### config.mk
export PLATFORM = sky130hd
export DESIGN_NAME = adc_ctrl
export DESIGN_NICKNAME = d
export VERILOG_FILES = /design/src/adc_pkg.sv /design/src/conv_clk_if.sv /design/src/adc_ctrl.sv /design/src/conv_tick_gen.sv
export SDC_FILE = /design/constraint.sdc
export NUM_CORES = 1
export LEC_CHECK = 0
export BUFFER_PORTS_ARGS = -buffer_cell sky130_fd_sc_hd__buf_2
export CAP_MARGIN = 20
export CELL_PAD_IN_SITES_DETAIL_PLACEMENT = 0
export CELL_PAD_IN_SITES_GLOBAL_PLACEMENT = 2
export CORE_UTILIZATION = 29
export DETAILED_ROUTE_END_ITERATION = 6
export HOLD_SLACK_MARGIN = 0.03
export PLACE_DENSITY_LB_ADDON = 0.1
export SLEW_MARGIN = 0
export SYNTH_ARGS = -nofsm -noshare
export SYNTH_HDL_FRONTEND = slang
export SYNTH_HIERARCHICAL = 1
export SYNTH_SLANG_ARGS = --single-unit
### constraint.sdc
create_clock -name clk_i -period 2.2 [get_ports clk_i]
set_clock_uncertainty 0.15 [all_clocks]
set_input_delay 0.11 -clock clk_i [delete_from_list [all_inputs] [get_ports clk_i]]
set_output_delay 0.11 -clock clk_i [all_outputs]
set_load 0.01 [all_outputs]
### src/adc_pkg.sv
package adc_pkg;

   // Register byte offsets
   localparam logic [7:0] OFS_CTRL0   = 8'h00;
   localparam logic [7:0] OFS_CTRL1   = 8'h04;
   localparam logic [7:0] OFS_RES_HI  = 8'h08;
   localparam logic [7:0] OFS_RES_LO  = 8'h0C;
   localparam logic [7:0] OFS_IRQ     = 8'h10;

   // conv_control_reg0 fields
   localparam int CTRL0_CLK_LO_POS = 6;
   localparam int CTRL0_CHAN_POS   = 3;
   localparam int CTRL0_GO_POS     = 2;
   localparam int CTRL0_ON_POS     = 0;

   // conv_control_reg1 fields
   localparam int CTRL1_ALIGN_POS  = 7;
   localparam int CTRL1_CLK_HI_POS = 6;
   localparam int CTRL1_PCFG_POS   = 0;

   // Interrupt register fields
   localparam int IRQ_FLAG_POS     = 0;
   localparam int IRQ_EN_POS       = 1;

   // Values after reset
   localparam logic [7:0] CTRL0_RST   = 8'h00;
   localparam logic [7:0] CTRL1_RST   = 8'h00;
   localparam logic [7:0] ALL_ANALOG  = 8'hFF;

   // Sequencing counts in bit_conv_period units
   localparam logic [3:0] TAD_PER_CONV = 4'hC;
   localparam logic [3:0] TAD_FIRST_BIT = 4'h1;
   localparam logic [3:0] TAD_LAST_BIT  = 4'hA;
   localparam logic [1:0] RECOVER_TADS = 2'h2;

   localparam logic [1:0] CLK_SEL_RC   = 2'h3;
   localparam logic [9:0] SAR_MSB      = 10'h200;

   typedef enum logic [1:0] {
      ST_IDLE    = 2'b00,
      ST_CONV    = 2'b01,
      ST_RECOVER = 2'b10
   } conv_state_t;

endpackage

### src/conv_clk_if.sv
`timescale 1ns/100ps
interface conv_clk_if;
   logic [2:0] sel;
   logic       run;
   logic       sleep;
   logic       tick;

   modport gen (input sel, input run, input sleep, output tick);
   modport ctl (output sel, output run, output sleep, input tick);
endinterface

### src/adc_ctrl.sv
// Overview of operation
// - Align bit set: result right-justified, upper six high-result bits read zero.
// - Align bit clear: result left-justified, lower six low-result bits read zero.
// - High clock bit with two low bits picks Fosc divide or RC clock.
// - Control register 1 bits 5 and 4 always read zero.
// - Port config code decides which of eight pins are analog inputs.
// - Port config code selects supply or external pins as references.
// - Any reset forces all shared pins to analog input.
// - Reset clears control and flag registers, powers off, aborts running conversion.
// - Conversion continues during sleep only with the RC conversion clock.
// - Completion loads result, clears go flag, sets done flag together.
// - Result registers are not initialised by reset.
// - Conversion start disconnects hold capacitor, then successive approximation runs.
// - Writing go while powered and idle starts conversion; go reads one until done.
// - Clearing go mid-conversion aborts; result registers keep old value.
// - One conversion takes twelve conversion clock periods.
`timescale 1ns/100ps
module adc_ctrl #(
   parameter int AW = 8
) (
   // Clock and reset
   input  wire logic          clk_i,
   input  wire logic          rst_i,
   // Wishbone slave
   input  wire logic          cyc_i,
   input  wire logic          stb_i,
   input  wire logic          we_i,
   input  wire logic [AW-1:0] adr_i,
   input  wire logic [3:0]    sel_i,
   input  wire logic [31:0]   dat_i,
   output logic [31:0]        dat_o,
   output logic               ack_o,
   // Analog side
   input  wire logic          comp_i,
   input  wire logic          rc_clk_i,
   input  wire logic          sleep_i,
   output logic [9:0]         dac_o,
   output logic               hold_connect_o,
   output logic [2:0]         chan_o,
   output logic               power_on_o,
   output logic [7:0]         pin_analog_o,
   output logic               vref_pos_ext_o,
   output logic               vref_neg_ext_o,
   // Interrupt request
   output logic               irq_o
);
   import adc_pkg::*;

   // Returns {vref_pos_ext, vref_neg_ext, analog pin mask}
   function automatic logic [9:0] port_decode(input logic [3:0] code);
      logic [9:0] r;
      r = 10'h000;
      unique case (code)
         4'h0:    r = {2'b00, 8'hFF};
         4'h1:    r = {2'b10, 8'hF7};
         4'h2:    r = {2'b00, 8'h1F};
         4'h3:    r = {2'b10, 8'h17};
         4'h4:    r = {2'b00, 8'h0B};
         4'h5:    r = {2'b10, 8'h03};
         4'h6:    r = {2'b00, 8'h00};
         4'h7:    r = {2'b00, 8'h00};
         4'h8:    r = {2'b11, 8'hF3};
         4'h9:    r = {2'b00, 8'h3F};
         4'hA:    r = {2'b10, 8'h37};
         4'hB:    r = {2'b11, 8'h33};
         4'hC:    r = {2'b11, 8'h13};
         4'hD:    r = {2'b11, 8'h03};
         4'hE:    r = {2'b00, 8'h01};
         default: r = {2'b11, 8'h01};
      endcase
      return r;
   endfunction

   conv_clk_if cc ();

   conv_state_t state_r;
   logic [1:0]  clk_lo_r;
   logic [2:0]  chan_r;
   logic        on_r;
   logic        align_r;
   logic        clk_hi_r;
   logic [3:0]  pcfg_r;
   logic [7:0]  res_hi_r;
   logic [7:0]  res_lo_r;
   logic        flag_r;
   logic        en_r;
   logic [3:0]  tad_cnt_r;
   logic [1:0]  rec_cnt_r;
   logic [9:0]  sar_r;
   logic [9:0]  mask_r;
   logic        ack_r;
   logic [31:0] dat_r;
   logic        hold_r;
   logic [7:0]  pin_r;
   logic        vpos_r;
   logic        vneg_r;
   logic        irq_r;

   logic        req;
   logic        wr;
   logic        wr_ctrl0;
   logic        wr_ctrl1;
   logic        wr_irq;
   logic        start;
   logic        abort;
   logic        complete;
   logic [7:0]  ctrl0_rd;
   logic [7:0]  ctrl1_rd;

   // Single wait state: ack rises one edge after the request is seen
   assign req      = cyc_i && stb_i && !ack_r;
   assign wr       = req && we_i && sel_i[0];
   assign wr_ctrl0 = wr && adr_i == OFS_CTRL0[AW-1:0];
   assign wr_ctrl1 = wr && adr_i == OFS_CTRL1[AW-1:0];
   assign wr_irq   = wr && adr_i == OFS_IRQ[AW-1:0];

   // Go ignored if power comes on in the same write
   assign start    = wr_ctrl0 && dat_i[CTRL0_GO_POS] && on_r && state_r == ST_IDLE;
   // Power-off also aborts, since the converter stops drawing current
   assign abort    = state_r == ST_CONV && !complete &&
                     ((wr_ctrl0 && (!dat_i[CTRL0_GO_POS] || !dat_i[CTRL0_ON_POS])));
   assign complete = state_r == ST_CONV && cc.tick && tad_cnt_r == TAD_PER_CONV - 4'h1;

   assign ctrl0_rd = {clk_lo_r, chan_r, state_r == ST_CONV, 1'b0, on_r};
   assign ctrl1_rd = {align_r, clk_hi_r, 2'b00, pcfg_r};

   assign cc.sel   = {clk_hi_r, clk_lo_r};
   assign cc.run   = state_r != ST_IDLE;
   assign cc.sleep = sleep_i;

   conv_tick_gen u_tick (
      .clk_i    (clk_i),
      .rst_i    (rst_i),
      .rc_clk_i (rc_clk_i),
      .cc       (cc.gen)
   );

   // Bus answer and read data
   always_ff @(posedge clk_i) begin
      if (rst_i) begin
         ack_r <= 1'b0;
         dat_r <= 32'h0000_0000;
      end else begin
         ack_r <= req;
         if (req) begin
            unique case (adr_i)
               OFS_CTRL0[AW-1:0]:  dat_r <= {24'h00_0000, ctrl0_rd};
               OFS_CTRL1[AW-1:0]:  dat_r <= {24'h00_0000, ctrl1_rd};
               OFS_RES_HI[AW-1:0]: dat_r <= {24'h00_0000, res_hi_r};
               OFS_RES_LO[AW-1:0]: dat_r <= {24'h00_0000, res_lo_r};
               OFS_IRQ[AW-1:0]:    dat_r <= {30'h0000_0000, en_r, flag_r};
               default:            dat_r <= 32'h0000_0000;
            endcase
         end
      end
   end

   // Control registers
   always_ff @(posedge clk_i) begin
      if (rst_i) begin
         {clk_lo_r, chan_r, on_r} <= {CTRL0_RST[7:3], CTRL0_RST[0]};
         {align_r, clk_hi_r}      <= CTRL1_RST[7:6];
         pcfg_r                   <= CTRL1_RST[3:0];
      end else begin
         if (wr_ctrl0) begin
            clk_lo_r <= dat_i[CTRL0_CLK_LO_POS +: 2];
            chan_r   <= dat_i[CTRL0_CHAN_POS +: 3];
            on_r     <= dat_i[CTRL0_ON_POS];
         end
         if (wr_ctrl1) begin
            align_r  <= dat_i[CTRL1_ALIGN_POS];
            clk_hi_r <= dat_i[CTRL1_CLK_HI_POS];
            pcfg_r   <= dat_i[CTRL1_PCFG_POS +: 4];
         end
      end
   end

   // Pin and reference routing; reset value keeps every shared pin analog
   always_ff @(posedge clk_i) begin
      if (rst_i) begin
         pin_r  <= ALL_ANALOG;
         vpos_r <= 1'b0;
         vneg_r <= 1'b0;
      end else begin
         {vpos_r, vneg_r, pin_r} <= port_decode(pcfg_r);
      end
   end

   // Conversion sequencer
   always_ff @(posedge clk_i) begin
      if (rst_i) begin
         state_r   <= ST_IDLE;
         tad_cnt_r <= 4'h0;
         rec_cnt_r <= 2'h0;
         sar_r     <= 10'h000;
         mask_r    <= 10'h000;
         hold_r    <= 1'b1;
      end else begin
         unique case (state_r)
            ST_IDLE: begin
               if (start) begin
                  state_r   <= ST_CONV;
                  tad_cnt_r <= 4'h0;
                  sar_r     <= SAR_MSB;
                  mask_r    <= SAR_MSB;
                  hold_r    <= 1'b0;
               end
            end
            ST_CONV: begin
               if (abort || !on_r || complete) begin
                  state_r   <= ST_RECOVER;
                  rec_cnt_r <= 2'h0;
               end else if (cc.tick) begin
                  tad_cnt_r <= tad_cnt_r + 4'h1;
                  if (tad_cnt_r >= TAD_FIRST_BIT && tad_cnt_r <= TAD_LAST_BIT) begin
                     sar_r  <= (comp_i ? sar_r : (sar_r & ~mask_r)) | (mask_r >> 1);
                     mask_r <= mask_r >> 1;
                  end
               end
            end
            ST_RECOVER: begin
               // Acquisition restarts by itself after the two-period gap
               if (cc.tick) begin
                  rec_cnt_r <= rec_cnt_r + 2'h1;
                  if (rec_cnt_r == RECOVER_TADS - 2'h1) begin
                     state_r <= ST_IDLE;
                     hold_r  <= 1'b1;
                  end
               end
            end
            default: begin
               state_r <= ST_IDLE;
               hold_r  <= 1'b1;
            end
         endcase
      end
   end

   // Result registers carry no reset; completion beats a same-cycle write
   always_ff @(posedge clk_i) begin
      if (complete && !rst_i) begin
         if (align_r) begin
            res_hi_r <= {6'b00_0000, sar_r[9:8]};
            res_lo_r <= sar_r[7:0];
         end else begin
            res_hi_r <= sar_r[9:2];
            res_lo_r <= {sar_r[1:0], 6'b00_0000};
         end
      end else if (wr && adr_i == OFS_RES_HI[AW-1:0]) begin
         res_hi_r <= dat_i[7:0];
      end else if (wr && adr_i == OFS_RES_LO[AW-1:0]) begin
         res_lo_r <= dat_i[7:0];
      end
   end

   // Done flag: hardware set wins over a software clear
   always_ff @(posedge clk_i) begin
      if (rst_i) begin
         flag_r <= 1'b0;
         en_r   <= 1'b0;
         irq_r  <= 1'b0;
      end else begin
         if (complete) begin
            flag_r <= 1'b1;
         end else if (wr_irq) begin
            flag_r <= dat_i[IRQ_FLAG_POS];
         end
         if (wr_irq) begin
            en_r <= dat_i[IRQ_EN_POS];
         end
         irq_r <= flag_r && en_r;
      end
   end

   assign dat_o          = dat_r;
   assign ack_o          = ack_r;
   assign dac_o          = sar_r;
   assign hold_connect_o = hold_r;
   assign chan_o         = chan_r;
   assign power_on_o     = on_r;
   assign pin_analog_o   = pin_r;
   assign vref_pos_ext_o = vpos_r;
   assign vref_neg_ext_o = vneg_r;
   assign irq_o          = irq_r;

   // Helper: periods counted since the start of the running conversion
   logic [4:0] tad_seen_r;
   always_ff @(posedge clk_i) begin
      if (rst_i || start) begin
         tad_seen_r <= 5'h00;
      end else if (state_r == ST_CONV && cc.tick) begin
         tad_seen_r <= tad_seen_r + 5'h01;
      end
   end
endmodule

### src/conv_tick_gen.sv
`timescale 1ns/100ps
module conv_tick_gen (
   // Clock and reset
   input  wire logic     clk_i,
   input  wire logic     rst_i,
   // Internal RC clock, synchronous sample
   input  wire logic     rc_clk_i,
   // Control side
   conv_clk_if.gen       cc
);
   import adc_pkg::*;

   logic [5:0] div_cnt_r;
   logic [5:0] div_lim;
   logic       rc_prev_r;
   logic       tick_r;

   // Divide ratio minus one: lo code picks 2/8/32, hi bit doubles it
   always_comb begin
      unique case (cc.sel[1:0])
         2'b00:   div_lim = cc.sel[2] ? 6'h03 : 6'h01;
         2'b01:   div_lim = cc.sel[2] ? 6'h0F : 6'h07;
         2'b10:   div_lim = cc.sel[2] ? 6'h3F : 6'h1F;
         default: div_lim = 6'h00;
      endcase
   end

   always_ff @(posedge clk_i) begin
      if (rst_i) begin
         rc_prev_r <= 1'b0;
      end else begin
         rc_prev_r <= rc_clk_i;
      end
   end

   // Oscillator divider holds during sleep; RC keeps ticking
   always_ff @(posedge clk_i) begin
      if (rst_i || !cc.run) begin
         div_cnt_r <= 6'h00;
         tick_r    <= 1'b0;
      end else if (cc.sel[1:0] == CLK_SEL_RC) begin
         div_cnt_r <= 6'h00;
         tick_r    <= rc_clk_i && !rc_prev_r;
      end else if (cc.sleep) begin
         tick_r    <= 1'b0;
      end else if (div_cnt_r >= div_lim) begin
         div_cnt_r <= 6'h00;
         tick_r    <= 1'b1;
      end else begin
         div_cnt_r <= div_cnt_r + 6'h01;
         tick_r    <= 1'b0;
      end
   end

   assign cc.tick = tick_r;
endmodule

==> impl_results.md <==
- Clock Pin Slew Worst Setup and Hold Paths: 0.06 ns
- LEAKAGE: 2.19 nW
- Clock Latency Late Sink: 0.35 ns
- Pins Over Slew Limit: 0
- Antenna cells: 0
- Port Buffers: 59
- Tcrit/Tclk final: 95.3%
- HPWL after DPL: 8.57 mm
- Routed len/inst: 15.7 µm
- Worst VDD drop: 390 µV
- Final Hold Vio Count: 0
- Max Root-Sink Buffers: 2
- CTS sink cnt: 86
- Num CTS Buffers: 9
- Layout net count: 633
- Worst Hold Class: in -> reg
- CP cell instances: ha_2, nand4b_1, o22ai_2, a21o_1, buf_12, or4_4, a221oi_2
- Synth top area cells: dfxtp_1, edfxtp_1, ha_1
- Total GRT Usage: 16.1%
- Power per cell area: 668 mW/mm²
- Area of the mapped netlist: 0.00432 mm²
- RSZ-0062 raised after global routing: no
- # DRC: 0
- Post-Route WL: 11.8 mm
- Minimum clock period: 2.10 ns
- Top cells by count, synth: dfxtp_1, nand2_1, nor2_1
- Layout area overhead: 26.8%
- Antenna-violating nets left: 0
- CP bufs+invs: 1
- First-pass GRT wire length: 18.5 mm
- CP delay by family, top: simple AND/OR/NAND/NOR gates
- R2R cell count: 7
- Worst endpoint required time: 2.31 ns
- Outcome: finished, final reports clean
- Yosys warnings: 6
- Relative slew margins: 53.7%
- Largest net degree at the start of global routing: 57
- Worst path slowest cell: or4_4
- Post-synth EDFFs: 16
- Final setup vio count: 0
- CP Class: reg -> reg
- Core Area: 0.0145 mm²
- Starting Density: 29.7%
- Detailed Routing Iterations Pass 1: 4
- Die ar.: 0.0154 mm²
- Worst slew pin tran: 0.687 ns
- Post-synth top area cell: dfxtp_1
- Top FF cell, synth: dfxtp_1
- Htree depth: 3
- Hold Path Stages: 3
- Worst path max stage delay: 0.48 ns
- Seq/Total Area, Yosys: 43.6%
- Die Wd: 124 µm
- Synth unique cells: 59
- Arrival time worst endpoint: 2.21 ns
- DRT iter0 DRCs: 130
- Layout cell share with drive strength beyond 1: 24.8%
- Final core utilization: 37.7%
- Synth top area share: 32.4%
- Synthesized instance count: 463
- Ys async rst share: 0%
- Grt total ovfl: 0
- IO Count: 111
- Initial antenna violation count: 0
- Setup TNS: 0 ns
- Most common cell in the netlist: dfxtp_1
- Vias per cell: 4.86
- Total power draw: 3.66 mW
- Clk root buf: clkbuf_16
- Avg Cell Area, Syn: 9.33 µm²
- Via count: 3637
- Row count: 44
- CP Capture Type: flip-flop
- Synth Register Bits: 86
- GP Congestion: 0.713
- Fmax: 0.477 GHz
- Startpoint type of the worst setup path: flip-flop
- CTS tree: built
- Vias in the first global route: 3494
- Chip height: 124 µm
- Max_cap viols: 0
- CP max FO: 28
- Crit path depth: 7
-- where the power goes --
| group | switching (mW) | internal, mW |
|---|---|---|
| clock network | 0.673 | 1.12 |
| registers | 0.00568 | 1.61 |
| logic | 0.149 | 0.106 |
-- area by class of cell --
| class | instances | area, µm² |
|---|---|---|
| flip-flops and latches | 86 | 1890 |
| well taps | 184 | 230 |
| inverters | 18 | 67.6 |
| clock buffers | 9 | 225 |
| repair buffers | 114 | 762 |
| clock inverters | 7 | 120 |
| multi-input cells | 331 | 2190 |
| fillers | 1532 | 9050 |
-- cells in the final DEF (no fill, tap or decap), types with 2 or more instances in the layout --
master	n
buf_12	2
nor4_1	2
a21oi_1	31
a31oi_1	11
ha_1	20
xor2_1	3
a222oi_1	7
o2bb2ai_1	2
a22oi_1	2
o21ai_0	21
dlygate4sd3_1	10
a22o_1	9
nor3b_1	2
mux2i_1	19
nand3b_1	2
buf_2	59
conb_1	24
dfxtp_2	3
xnor2_1	2
nor2b_1	8
nor2_1	40
nand3_1	9
bufinv_16	3
clkbuf_16	9
o31ai_1	23
or2_2	2
nand2b_1	6
dfxtp_1	67
a21boi_0	6
nand4b_1	2
o21bai_1	3
or4_1	3
nand4_1	2
inv_6	2
buf_4	42
nand2_1	42
or4_4	2
edfxtp_1	16
inv_1	16
-- sequential cells by signal, indices dropped and copies added (netlist names), 2 cells and up --
register and count:
chan_o 3, tad_cnt_r 4, u_tick/div_cnt_r 6, rec_cnt_r 2
dat_o 8, state_r 2, clk_lo_r 2, mask_r 10
dac_o 10, pin_analog_o 7, res_lo_r 8, pcfg_r 4
res_hi_r 8
-- logic make-up after synthesis --
group                    after synthesis  share of synthesized area (%)
AND/OR/NAND/NOR                      131                           15.4
AO/OA/AOI/OAI                        130                           20.7
flip-flops                            86                           43.6
buffers and inverters                 69                           8.28
adder cells (fa/ha/maj)               21                           6.08
multiplexers                          20                           4.92
XOR/XNOR                               5                           1.01
other                                  1                         0.0868
-- per-stage QoR --
step	hold WS [ns]	worst slack (ns)	area, µm²	std cells
6_report	0.0883	0.104	5480	749
2_1_floorplan	0.0432	0.0304	4410	486
5_1_grt	0.105	0.0195	5480	749
3_3_place_gp	0.232	-0.0745	4980	720
3_5_place_dp	0.246	-0.101	4980	720
4_1_cts	0.0886	0.0243	5430	745
-- worst register-to-register path, delay by kind of cell (launching register included) --
kind,cells,cell delay [ns]
AO/OA/AOI/OAI,3,0.53
adder cells (fa/ha/maj),1,0.18
buffers and inverters,1,0.17
flip-flops,1,0.32
AND/OR/NAND/NOR,2,0.67
-- layer usage --
layer | vias to the layer above | GRT usage [%] | share of wire (%)
li1 | 1828 | - | -
met1 | 1723 | 21.5 | 48
met2 | 74 | 25.1 | 45
met3 | 12 | 3.11 | 4.9
met4 | 0 | 6.85 | 1.3
met5 | - | 0 | 0
-- worst paths after layout --
| kind | from | end | slack [ns] |
|---|---|---|---|
| hold reg to reg | u_tick/rc_prev_r | u_tick/cc.tick | 0.26 |
| setup / recovery | tad_cnt_r[0] | tad_cnt_r[2] | 0.10 |
| hold / removal | rst_i | vref_pos_ext_o | 0.09 |
| setup reg to reg | tad_cnt_r[0] | tad_cnt_r[2] | 0.10 |
-- what timing repair did --
action,in CTS,in global routing
gates resized for setup,1,8
endpoints found under the hold margin,29,0
hold buffers,10,0
setup endpoints to repair,1,13
setup buffers,0,4
pin swaps,1,2
Note: power is estimated with default switching activity, not from simulation.
